==> src/core/asx_pkg.sv <==
// constants, field layout and operation codes for the subtract/swap/xor/sleep unit
// assumes a 32-bit apb master and a single 125 MHz core clock
package asx_pkg;
  localparam int DATA_W = 8;
  localparam int ADDR_W = 12;
  localparam int FILE_DEPTH = 128;
  localparam int FILE_IDX_W = 7;

  // register byte offsets
  localparam logic [11:0] REG_CMD = 12'h000;
  localparam logic [11:0] REG_ACC = 12'h004;
  localparam logic [11:0] REG_STATUS = 12'h008;
  localparam logic [11:0] REG_WDOG = 12'h00C;
  // data file window: base + 4 * index, index 0..127
  localparam logic [2:0] FILE_PAGE = 3'h2;
  localparam int FILE_PAGE_LSB = 9;

  // command word fields
  localparam int CMD_OP_LSB = 0;
  localparam int CMD_OP_W = 3;
  localparam int CMD_DEST_BIT = 3;
  localparam int CMD_ADDR_LSB = 8;
  localparam int CMD_LIT_LSB = 16;

  // status word fields
  localparam int ST_CARRY = 0;
  localparam int ST_HALF_CARRY = 1;
  localparam int ST_ZERO = 2;
  localparam int ST_POWER_DOWN = 3;
  localparam int ST_TIME_OUT = 4;
  localparam int ST_SLEEP = 5;
  localparam int ST_WAKE = 8;

  // watchdog read-back fields
  localparam int WDOG_CNT_W = 8;
  localparam int WDOG_PRE_W = 8;
  localparam int WDOG_PRE_LSB = 8;

  // reset values
  localparam logic [7:0] ACC_RST = 8'h00;
  localparam logic [7:0] FILE_RST = 8'h00;
  localparam logic POWER_DOWN_RST = 1'b1;
  localparam logic TIME_OUT_RST = 1'b1;

  typedef enum logic [2:0] {
    OP_NOP,
    OP_SUB_REG_MINUS_ACC,
    OP_SUB_LIT_MINUS_ACC,
    OP_NIBBLE_EXCHANGE,
    OP_EXOR_LITERAL_ACC,
    OP_EXOR_REG_ACC,
    OP_SLEEP
  } asx_op_e;
endpackage

==> src/core/asx_core.sv <==
// apb-reached execution unit: subtract, nibble swap, exclusive-or and power-down
// assumes a 32-bit apb master on I_CLOCK; zero wait states, pready always high
//
// Behaviour
// - register minus accumulator in two's complement over registers 0..127, updates flags
// - destination bit 0 writes accumulator, 1 writes the addressed register back
// - literal minus accumulator always lands in the accumulator, updates carry, half, zero
// - carry and half carry clear on borrow, set otherwise
// - power-down clears the power-down flag and sets the time-out flag
// - power-down clears watchdog counter and its prescaler
// - power-down halts the oscillator and alters only time-out and power-down flags
// - nibble swap exchanges upper and lower halves, no flags change
// - xor literal with accumulator into accumulator, only zero flag changes
// - xor register with accumulator to chosen destination, only zero flag changes
//
// Decided for this implementation: the APB register port and the placing of the registers.
`timescale 1ns/1ps
module asx_core
(
  input wire logic I_CLOCK,
  input wire logic I_SRST,
  input wire logic I_PSEL,
  input wire logic I_PENABLE,
  input wire logic I_PWRITE,
  input wire logic [11:0] I_PADDR,
  input wire logic [31:0] I_PWDATA,
  output logic [31:0] O_PRDATA,
  output logic O_PREADY,
  output logic O_PSLVERR,
  output logic O_OSC_RUN
);
  logic [7:0] data_file [asx_pkg::FILE_DEPTH];
  logic [7:0] acc;
  logic carry;
  logic half_carry;
  logic zero;
  logic power_down_flag;
  logic time_out_flag;
  logic sleeping;
  logic [31:0] cmd_last;
  logic [7:0] wd_prescaler;
  logic [7:0] wd_count;

  logic setup;
  logic access;
  logic wr;
  logic aligned;
  logic hit_cmd;
  logic hit_acc;
  logic hit_status;
  logic hit_wdog;
  logic hit_file;
  logic mapped;
  logic exec;
  logic refused;
  logic [6:0] file_idx;

  asx_pkg::asx_op_e cmd_op;
  logic cmd_dest;
  logic [6:0] cmd_addr;
  logic [7:0] cmd_lit;
  logic [7:0] fval;

  logic [7:0] alu_res;
  logic alu_carry;
  logic alu_half;
  logic alu_upd_carry;
  logic alu_upd_zero;
  logic alu_reg_source;
  logic to_acc;
  logic to_file;
  logic sleep_exec;
  logic [31:0] next_prdata;

  // apb decode
  assign setup = I_PSEL && !I_PENABLE;
  assign access = I_PSEL && I_PENABLE;
  assign wr = access && I_PWRITE;
  assign aligned = (I_PADDR[1:0] == 2'b00);
  assign hit_cmd = (I_PADDR == asx_pkg::REG_CMD);
  assign hit_acc = (I_PADDR == asx_pkg::REG_ACC);
  assign hit_status = (I_PADDR == asx_pkg::REG_STATUS);
  assign hit_wdog = (I_PADDR == asx_pkg::REG_WDOG);
  assign hit_file = aligned &&
    (I_PADDR[11:asx_pkg::FILE_PAGE_LSB] == asx_pkg::FILE_PAGE);
  assign mapped = hit_cmd || hit_acc || hit_status || hit_wdog || hit_file;
  assign file_idx = I_PADDR[8:2];

  // the core clock is stopped while asleep, so commands are turned away
  assign refused = hit_cmd && I_PWRITE && sleeping;
  assign exec = wr && hit_cmd && !sleeping;

  assign O_PREADY = 1'b1;
  assign O_PSLVERR = access && (!mapped || refused);
  assign O_OSC_RUN = !sleeping;

  // command word fields; the unused op code 7 falls to the default branch
  assign cmd_op = asx_pkg::asx_op_e'(I_PWDATA[asx_pkg::CMD_OP_LSB +: asx_pkg::CMD_OP_W]);
  assign cmd_dest = I_PWDATA[asx_pkg::CMD_DEST_BIT];
  assign cmd_addr = I_PWDATA[asx_pkg::CMD_ADDR_LSB +: asx_pkg::FILE_IDX_W];
  assign cmd_lit = I_PWDATA[asx_pkg::CMD_LIT_LSB +: asx_pkg::DATA_W];
  assign fval = data_file[cmd_addr];

  asx_alu u_alu
  (
    .i_op(cmd_op),
    .i_acc(acc),
    .i_fval(fval),
    .i_lit(cmd_lit),
    .o_result(alu_res),
    .o_carry(alu_carry),
    .o_half_carry(alu_half),
    .o_upd_carry(alu_upd_carry),
    .o_upd_zero(alu_upd_zero),
    .o_reg_source(alu_reg_source)
  );

  // literal forms always land in the accumulator
  assign to_acc = (cmd_op == asx_pkg::OP_SUB_LIT_MINUS_ACC) ||
    (cmd_op == asx_pkg::OP_EXOR_LITERAL_ACC) || (alu_reg_source && !cmd_dest);
  assign to_file = alu_reg_source && cmd_dest;
  assign sleep_exec = exec && (cmd_op == asx_pkg::OP_SLEEP);

  asx_wdog u_wdog
  (
    .i_clock(I_CLOCK),
    .i_srst(I_SRST),
    .i_clear(sleep_exec),
    .o_prescaler(wd_prescaler),
    .o_count(wd_count)
  );

  always_ff @(posedge I_CLOCK)
  begin
    if (I_SRST)
    begin
      acc <= asx_pkg::ACC_RST;
    end
    else if (wr && hit_acc)
    begin
      acc <= I_PWDATA[7:0];
    end
    else if (exec && to_acc)
    begin
      acc <= alu_res;
    end
  end

  always_ff @(posedge I_CLOCK)
  begin
    if (I_SRST)
    begin
      for (int i = 0; i < asx_pkg::FILE_DEPTH; i++)
      begin
        data_file[i] <= asx_pkg::FILE_RST;
      end
    end
    else if (wr && hit_file)
    begin
      data_file[file_idx] <= I_PWDATA[7:0];
    end
    else if (exec && to_file)
    begin
      data_file[cmd_addr] <= alu_res;
    end
  end

  // arithmetic flags: only the operations that own a flag touch it
  always_ff @(posedge I_CLOCK)
  begin
    if (I_SRST)
    begin
      carry <= 1'b0;
      half_carry <= 1'b0;
      zero <= 1'b0;
    end
    else if (wr && hit_status)
    begin
      carry <= I_PWDATA[asx_pkg::ST_CARRY];
      half_carry <= I_PWDATA[asx_pkg::ST_HALF_CARRY];
      zero <= I_PWDATA[asx_pkg::ST_ZERO];
    end
    else if (exec)
    begin
      if (alu_upd_carry)
      begin
        carry <= alu_carry;
        half_carry <= alu_half;
      end
      if (alu_upd_zero)
      begin
        zero <= (alu_res == 8'h00);
      end
    end
  end

  // power state flags are read-only to software
  always_ff @(posedge I_CLOCK)
  begin
    if (I_SRST)
    begin
      power_down_flag <= asx_pkg::POWER_DOWN_RST;
      time_out_flag <= asx_pkg::TIME_OUT_RST;
    end
    else if (sleep_exec)
    begin
      power_down_flag <= 1'b0;
      time_out_flag <= 1'b1;
    end
  end

  // wake-up is outside this unit; software stands in for it through the wake bit
  always_ff @(posedge I_CLOCK)
  begin
    if (I_SRST)
    begin
      sleeping <= 1'b0;
    end
    else if (sleep_exec)
    begin
      sleeping <= 1'b1;
    end
    else if (wr && hit_status && I_PWDATA[asx_pkg::ST_WAKE])
    begin
      sleeping <= 1'b0;
    end
  end

  always_ff @(posedge I_CLOCK)
  begin
    if (I_SRST)
    begin
      cmd_last <= 32'h0000_0000;
    end
    else if (exec)
    begin
      cmd_last <= I_PWDATA;
    end
  end

  // read data is fetched in the setup cycle so it leaves a flip-flop in the access cycle
  always_comb
  begin
    next_prdata = 32'h0000_0000;
    if (hit_cmd)
    begin
      next_prdata = cmd_last;
    end
    else if (hit_acc)
    begin
      next_prdata = {24'h00_0000, acc};
    end
    else if (hit_status)
    begin
      next_prdata[asx_pkg::ST_CARRY] = carry;
      next_prdata[asx_pkg::ST_HALF_CARRY] = half_carry;
      next_prdata[asx_pkg::ST_ZERO] = zero;
      next_prdata[asx_pkg::ST_POWER_DOWN] = power_down_flag;
      next_prdata[asx_pkg::ST_TIME_OUT] = time_out_flag;
      next_prdata[asx_pkg::ST_SLEEP] = sleeping;
    end
    else if (hit_wdog)
    begin
      next_prdata[asx_pkg::WDOG_CNT_W - 1:0] = wd_count;
      next_prdata[asx_pkg::WDOG_PRE_LSB +: asx_pkg::WDOG_PRE_W] = wd_prescaler;
    end
    else if (hit_file)
    begin
      next_prdata = {24'h00_0000, data_file[file_idx]};
    end
  end

  always_ff @(posedge I_CLOCK)
  begin
    if (I_SRST)
    begin
      O_PRDATA <= 32'h0000_0000;
    end
    else if (setup && !I_PWRITE)
    begin
      O_PRDATA <= next_prdata;
    end
  end

  // checking helpers, independent of the alu
  logic [7:0] chk_sub_reg;
  logic [7:0] chk_sub_lit;
  logic [7:0] chk_swap;
  logic [7:0] chk_xor_lit;
  logic [7:0] chk_xor_reg;
  logic [7:0] chk_minuend;
  logic chk_no_borrow;
  logic chk_no_half;
  logic chk_is_sub;
  logic chk_zero_exp;

  assign chk_sub_reg = fval - acc;
  assign chk_sub_lit = cmd_lit - acc;
  assign chk_swap = {fval[3:0], fval[7:4]};
  assign chk_xor_lit = acc ^ cmd_lit;
  assign chk_xor_reg = acc ^ fval;
  assign chk_is_sub = (cmd_op == asx_pkg::OP_SUB_REG_MINUS_ACC) ||
    (cmd_op == asx_pkg::OP_SUB_LIT_MINUS_ACC);
  assign chk_minuend = (cmd_op == asx_pkg::OP_SUB_LIT_MINUS_ACC) ? cmd_lit : fval;
  assign chk_no_borrow = !(acc > chk_minuend);
  assign chk_no_half = !(acc[3:0] > chk_minuend[3:0]);
  assign chk_zero_exp = (cmd_op == asx_pkg::OP_EXOR_LITERAL_ACC) ? (chk_xor_lit == 8'h00) :
    (cmd_op == asx_pkg::OP_EXOR_REG_ACC) ? (chk_xor_reg == 8'h00) :
    (cmd_op == asx_pkg::OP_SUB_LIT_MINUS_ACC) ? (chk_sub_lit == 8'h00) :
    (chk_sub_reg == 8'h00);
endmodule

==> src/core/asx_alu.sv <==
// combinational datapath for the subtract, swap and exclusive-or operations
// assumes operands are stable for the cycle in which the caller commits the result
`timescale 1ns/1ps
module asx_alu
(
  input wire asx_pkg::asx_op_e i_op,
  input wire logic [7:0] i_acc,
  input wire logic [7:0] i_fval,
  input wire logic [7:0] i_lit,
  output logic [7:0] o_result,
  output logic o_carry,
  output logic o_half_carry,
  output logic o_upd_carry,
  output logic o_upd_zero,
  output logic o_reg_source
);
  logic [7:0] minuend;

  always_comb
  begin
    minuend = (i_op == asx_pkg::OP_SUB_LIT_MINUS_ACC) ? i_lit : i_fval;
    o_result = 8'h00;
    o_carry = 1'b0;
    o_half_carry = 1'b0;
    o_upd_carry = 1'b0;
    o_upd_zero = 1'b0;
    o_reg_source = 1'b0;
    unique case (i_op)
      asx_pkg::OP_SUB_REG_MINUS_ACC, asx_pkg::OP_SUB_LIT_MINUS_ACC:
      begin
        o_result = minuend - i_acc;
        // carry is a no-borrow flag
        o_carry = (i_acc <= minuend);
        o_half_carry = (i_acc[3:0] <= minuend[3:0]);
        o_upd_carry = 1'b1;
        o_upd_zero = 1'b1;
        o_reg_source = (i_op == asx_pkg::OP_SUB_REG_MINUS_ACC);
      end
      asx_pkg::OP_NIBBLE_EXCHANGE:
      begin
        o_result = {i_fval[3:0], i_fval[7:4]};
        o_reg_source = 1'b1;
      end
      asx_pkg::OP_EXOR_LITERAL_ACC:
      begin
        o_result = i_acc ^ i_lit;
        o_upd_zero = 1'b1;
      end
      asx_pkg::OP_EXOR_REG_ACC:
      begin
        o_result = i_acc ^ i_fval;
        o_upd_zero = 1'b1;
        o_reg_source = 1'b1;
      end
      default:
      begin
        o_result = 8'h00;
      end
    endcase
  end
endmodule

==> src/core/asx_wdog.sv <==
// watchdog prescaler and counter with a synchronous clear
// assumes one tick of the prescaler per core clock; wrap of the prescaler advances the counter
`timescale 1ns/1ps
module asx_wdog
(
  input wire logic i_clock,
  input wire logic i_srst,
  input wire logic i_clear,
  output logic [7:0] o_prescaler,
  output logic [7:0] o_count
);
  always_ff @(posedge i_clock)
  begin
    if (i_srst || i_clear)
    begin
      o_prescaler <= 8'h00;
    end
    else
    begin
      o_prescaler <= o_prescaler + 8'h01;
    end
  end

  always_ff @(posedge i_clock)
  begin
    if (i_srst || i_clear)
    begin
      o_count <= 8'h00;
    end
    else if (o_prescaler == 8'hFF)
    begin
      o_count <= o_count + 8'h01;
    end
  end
endmodule

==> config.mk <==
export PLATFORM = sky130hd
export DESIGN_NAME = asx_core
export DESIGN_NICKNAME = d
export VERILOG_FILES = /design/src/core/asx_pkg.sv /design/src/core/asx_core.sv /design/src/core/asx_alu.sv /design/src/core/asx_wdog.sv
export SDC_FILE = /design/constraint.sdc
export NUM_CORES = 2
export LEC_CHECK = 0
export BUFFER_PORTS_ARGS = -buffer_cell sky130_fd_sc_hd__buf_2
export CELL_PAD_IN_SITES_DETAIL_PLACEMENT = 1
export CELL_PAD_IN_SITES_GLOBAL_PLACEMENT = 2
export CORE_ASPECT_RATIO = 0.5
export CORE_UTILIZATION = 35
export DETAILED_ROUTE_END_ITERATION = 10
export GPL_ROUTABILITY_DRIVEN = 1
export PLACE_DENSITY = 0.64
export SLEW_MARGIN = 40
export SYNTH_ARGS = -nofsm -noshare
export SYNTH_HDL_FRONTEND = slang
export SYNTH_SLANG_ARGS = --single-unit
==> constraint.sdc <==
create_clock -name I_CLOCK -period 4.95 [get_ports I_CLOCK]
set_clock_uncertainty 0.05 [all_clocks]
set_input_delay 0.495 -clock I_CLOCK [delete_from_list [all_inputs] [get_ports I_CLOCK]]
set_output_delay 0.495 -clock I_CLOCK [all_outputs]
set_load 0.01 [all_outputs]
==> summary.md <==
| Metric | Value |
|---|---|
| Run status | `complete, but fails checks` |
| Failing checks | `negative setup slack` |
| DP HPWL | `195.6 mm` |
| Most frequent cells in the layout | `nor2_1, edfxtp_1, buf_4, mux4_2, nand2_1` |
| Die Wd | `580.8 um` |
| Final setup vio count | `616` |
| Post-Layout Cell Count | `~7400` |
| DRT Pass-1 Iters | `6` |
| Multi-input logic area | `~0.025 sq mm` |
| Max-cap violation count | `0` |
| Setup WS post-layout | `-0.3653 ns` |
| Synth unique cells | `between 70 and 80` |
| Deepest clock path buffer count | `3` |
| Starting Density | `0.3550` |
| Worst Setup EP | `data_file[120][6]$_SDFFCE_PN0P_` |
| Post-Place Cells | `slightly above 7000` |
| Area of the core | `about 0.17 sq mm` |
| Grt total ovfl | `0` |
| Via density | `just over 6` |
| Critical Path Start | `data_file[104][2]$_SDFFCE_PN0P_` |
| Worst Max-Slew Pin Slew | `between 0.8 and 0.9 ns` |
| Worst relative slew slack | `0.3963` |
| Total clock sinks | `approximately 1100` |
| Reg2reg end | `data_file[120][6]$_SDFFCE_PN0P_` |
| Achievable clock frequency | `between 150 and 200 MHz` |
| TritonCTS clock tree | `built` |
| Root Driver | `clkbuf_16` |
| I/O pin count | `between 80 and 90` |
| Met3 usage | `0.09040` |
| Post-DR wirelength/cell | `between 30 and 40 um` |
| GR Util met1 | `0.4531` |
| Commonest non-fill, non-tap cell in the layout | `nor2_1` |
| Pre-CTS WS | `-1.106 ns` |
| DRT antenna net count | `0` |
| Vias in the first global route | `roughly 45000` |
| Final WL | `about 270 mm` |
| H-tree depth | `3` |
| Largest net degree at the start of global routing | `128` |
| Worst Setup End Kind | `flip-flop` |
| Post-Syn Instances | `4504` |
| Met2 Usage GRT | `0.4452` |
| Yosys warning count | `0` |
| Max Slew Vio Count | `0` |
| LEAKAGE | `between 20 and 30 nW` |
| Crit path cell chain | `mux4_2, o22ai_2, o22ai_1, nand3b_1, and4_4, buf_4, nand3_2, mux2i_1, inv_1, ha_1, and2_4, a221o_1, a21o_1, a21o_1, xnor2_1, o21ai_1, a221o_1, mux2i_4, buf_12, buf_16, buf_6, buf_12, nor2_1` |
| EDFF count, synth | `1024` |
| DR vias | `between 40000 and 50000` |
| CTS buffer count | `around 110` |
| R2R Path Start | `data_file[104][2]$_SDFFCE_PN0P_` |
| Worst reg2reg setup slack | `-0.37 ns` |
| Sequential fraction of the synthesis area | `0.5563` |
| First-pass GRT wire length | `roughly 370 mm` |
| Antenna violations before repair | `23` |
| CP max FO | `7` |
| Min cycle time layout | `5.315 ns` |
| Setup TNS | `-93.23 ns` |
| Crit Path Class | `reg2reg` |
| Fill cell count | `16940` |
| Final Net Count | `between 5000 and 6000` |
| Layout cells sized above 1 | `0.3081` |
| Busiest grt layer | `met1` |
| Maximum vdd drop | `0.0002699 V` |
| Ys flop type | `edfxtp_1` |
| Area grow syn2layout | `22.44%` |
| Post-synth ARST share | `0` |
| Hold/Removal Path Class | `in2reg` |
| Clock Latency Late Sink | `approximately 0.74 ns` |
| P per Cell Area | `327.7 mW/mm^2` |
| Mapped cell area | `around 0.059 sq mm` |
| Period utilization | `1.074` |
| Number of port buffers | `a little over 80` |
| Initial detailed-routing violation count | `6405` |
| Die ar. | `between 0.15 and 0.2 sq mm` |
| Startpoint types | `flip-flop` |
| CP max stage cell | `mux4_2` |
| Arrival time at the worst endpoint | `5.76 ns` |
| FF+latch area | `0.03261 sq mm` |
| FP Rows | `between 100 and 150` |
| Die H | `291.4 um` |
| Hold Worst Slack | `between 0.1 and 0.15 ns` |
| Synth Register Bits | `~1100` |
| Critical Path RT | `5.39 ns` |
| R2R cell count | `23` |
| Final hold vios | `0` |
| Syn_nets | `4571` |
| GPL Wtd Cong | `~0.98` |
| CTS clk-pin slew, worst paths | `0.07 ns` |
| Critical path's largest stage delay | `0.49 ns` |
| DRC viols | `0` |
| GR Util All Layers | `0.3096` |
| Syn avg cell area | `between 10 and 15 sq um` |
| RSZ-0062 raised after global routing | `true` |
==> flip-flops by register name (all words and copies together), names as in the netlist, 8 cells and up <==
| register | cells |
|---|---|
| u_wdog.o_prescaler | 8 |
| data_file | 1024 |
| cmd_last | 32 |
| O_PRDATA | 32 |
| acc | 8 |
| u_wdog.o_count | 8 |
==> per-layer routing <==
metal  wire (um)  vias up  part of all wire
met4        7908       14             0.030
li1            -    18290                 -
met2      111300     2609              0.42
met1      113600    24050              0.43
met5          92        -           0.00035
met3       32240      390              0.12
==> cells in the mapped netlist (5+ instances only) <==
| library cell | number | share of area |
|---|---|---|
| nor2_1 | 1126 | 0.072 |
| edfxtp_1 | 1024 | 0.52 |
| mux4_2 | 473 | 0.18 |
| nand2_1 | 291 | 0.019 |
| mux2i_1 | 218 | 0.037 |
| buf_2 | 181 | 0.015 |
| nand2b_1 | 143 | 0.015 |
| clkbuf_1 | 132 | 0.0085 |
| a21oi_1 | 131 | 0.011 |
| dfxtp_1 | 93 | 0.032 |
| a22oi_1 | 70 | 0.0090 |
| nand3_1 | 60 | 0.0051 |
| o21ai_0 | 49 | 0.0042 |
| o221ai_1 | 39 | 0.0058 |
| o22ai_1 | 39 | 0.0042 |
| mux2_2 | 38 | 0.0073 |
| nor3_1 | 35 | 0.0030 |
| buf_1 | 28 | 0.0018 |
| buf_4 | 26 | 0.0033 |
| inv_1 | 24 | 0.0015 |
| nor2b_1 | 24 | 0.0026 |
| nand4_1 | 19 | 0.0020 |
| xor2_1 | 18 | 0.0027 |
| ha_1 | 17 | 0.0036 |
| xnor2_1 | 14 | 0.0021 |
| a31oi_1 | 13 | 0.0014 |
| a2111oi_0 | 11 | 0.0016 |
| o211ai_1 | 11 | 0.0014 |
| and2_1 | 10 | 0.0011 |
| and3_1 | 10 | 0.0011 |
| nor4_1 | 10 | 0.0011 |
| o31ai_1 | 10 | 0.0013 |
| a221oi_1 | 9 | 0.0013 |
| or2_2 | 9 | 0.00096 |
| a211oi_1 | 8 | 0.0010 |
| a221o_1 | 7 | 0.0012 |
| a21o_1 | 6 | 0.00077 |
| a311oi_1 | 6 | 0.00090 |
| o22a_1 | 5 | 0.00075 |
==> cell type report <==
type,count,area share
Timing Repair Buffer,842,0.1105
Clock buffer,149,0.04480
Sequential cell,1117,0.4543
Tap cell,2193,0.03822
Antenna cell,6,0.0002092
Multi-Input combinational cell,2992,0.3443
Clock inverter,63,0.006188
Inverter,27,0.001447
==> stage by stage <==
step	utilization	area, sq um	power [mW]
after CTS	0.4338	71630	23.48
after global routing	0.4346	71770	24.02
final	0.4347	71780	23.52
after global placement	0.4044	66780	14.63
after floorplan	-	58870	12.81
after detailed placement	0.4046	66810	14.68
==> kinds of logic (layout without fill, tap and decap cells) <==
kind of cell               after synthesis  count (layout)  share of synthesized area
and+or+nand+nor                       1759            1759                     0.1259
DFF                                   1117            1117                     0.5563
muxes                                  729             729                     0.2262
AOI/OAI and AO/OA                      453             453                    0.05190
buffers and inverters                  395            1081                    0.03095
xor gates and xnor gates                32              32                   0.004781
adders and majority gates               18              18                   0.003970
other                                    1               7                 0.00006396
==> worst max-delay path, delay by kind of cell (launching register included) <==
kind,cells,cell delay [ns]
AOI/OAI and AO/OA,7,1.59
xor gates and xnor gates,1,0.16
adders and majority gates,1,0.29
buffers and inverters,6,0.82
DFF,1,0.46
muxes,3,0.90
and+or+nand+nor,5,0.74
==> power by group <==
part / leakage (nW) / internal (mW) / total, mW / switching [mW]
Combinational: 12.9 / 1.57 / 3.78 / 2.22
Clock: 1.80 / 4.81 / 8.77 / 3.95
Sequential: 10.5 / 10.7 / 11.0 / 0.260
Total: 25.2 / 17.1 / 23.5 / 6.43
==> worst min path at each step <==
stage	from	cells past startpoint	slack, ns	to
6_report	I_SRST	2	0.11	O_PRDATA[3]$_SDFFE_PP0P_
5_1_grt	I_SRST	2	0.1	cmd_last[31]$_SDFFE_PP0P_
4_1_cts	I_SRST	2	0.06	O_PRDATA[3]$_SDFFE_PP0P_
3_5_place_dp	O_PRDATA[27]$_SDFFE_PP0P_	2	0.40	O_PRDATA[27]$_SDFFE_PP0P_
3_3_place_gp	O_PRDATA[27]$_SDFFE_PP0P_	2	0.39	O_PRDATA[27]$_SDFFE_PP0P_
2_1_floorplan	power_down_flag$_SDFFE_PP1P_	1	0.38	power_down_flag$_SDFFE_PP1P_
==> repair_timing <==
item	4_1_cts	5_1_grt
gates cloned	8	0
setup buffers	29	4
endpoints found under the setup margin	652	648
gates resized for setup	111	20
hold endpoints to repair	21	0
pin swaps	10	3
hold buffers	21	0
No activity file was read; power rests on OpenSTA's default activity.
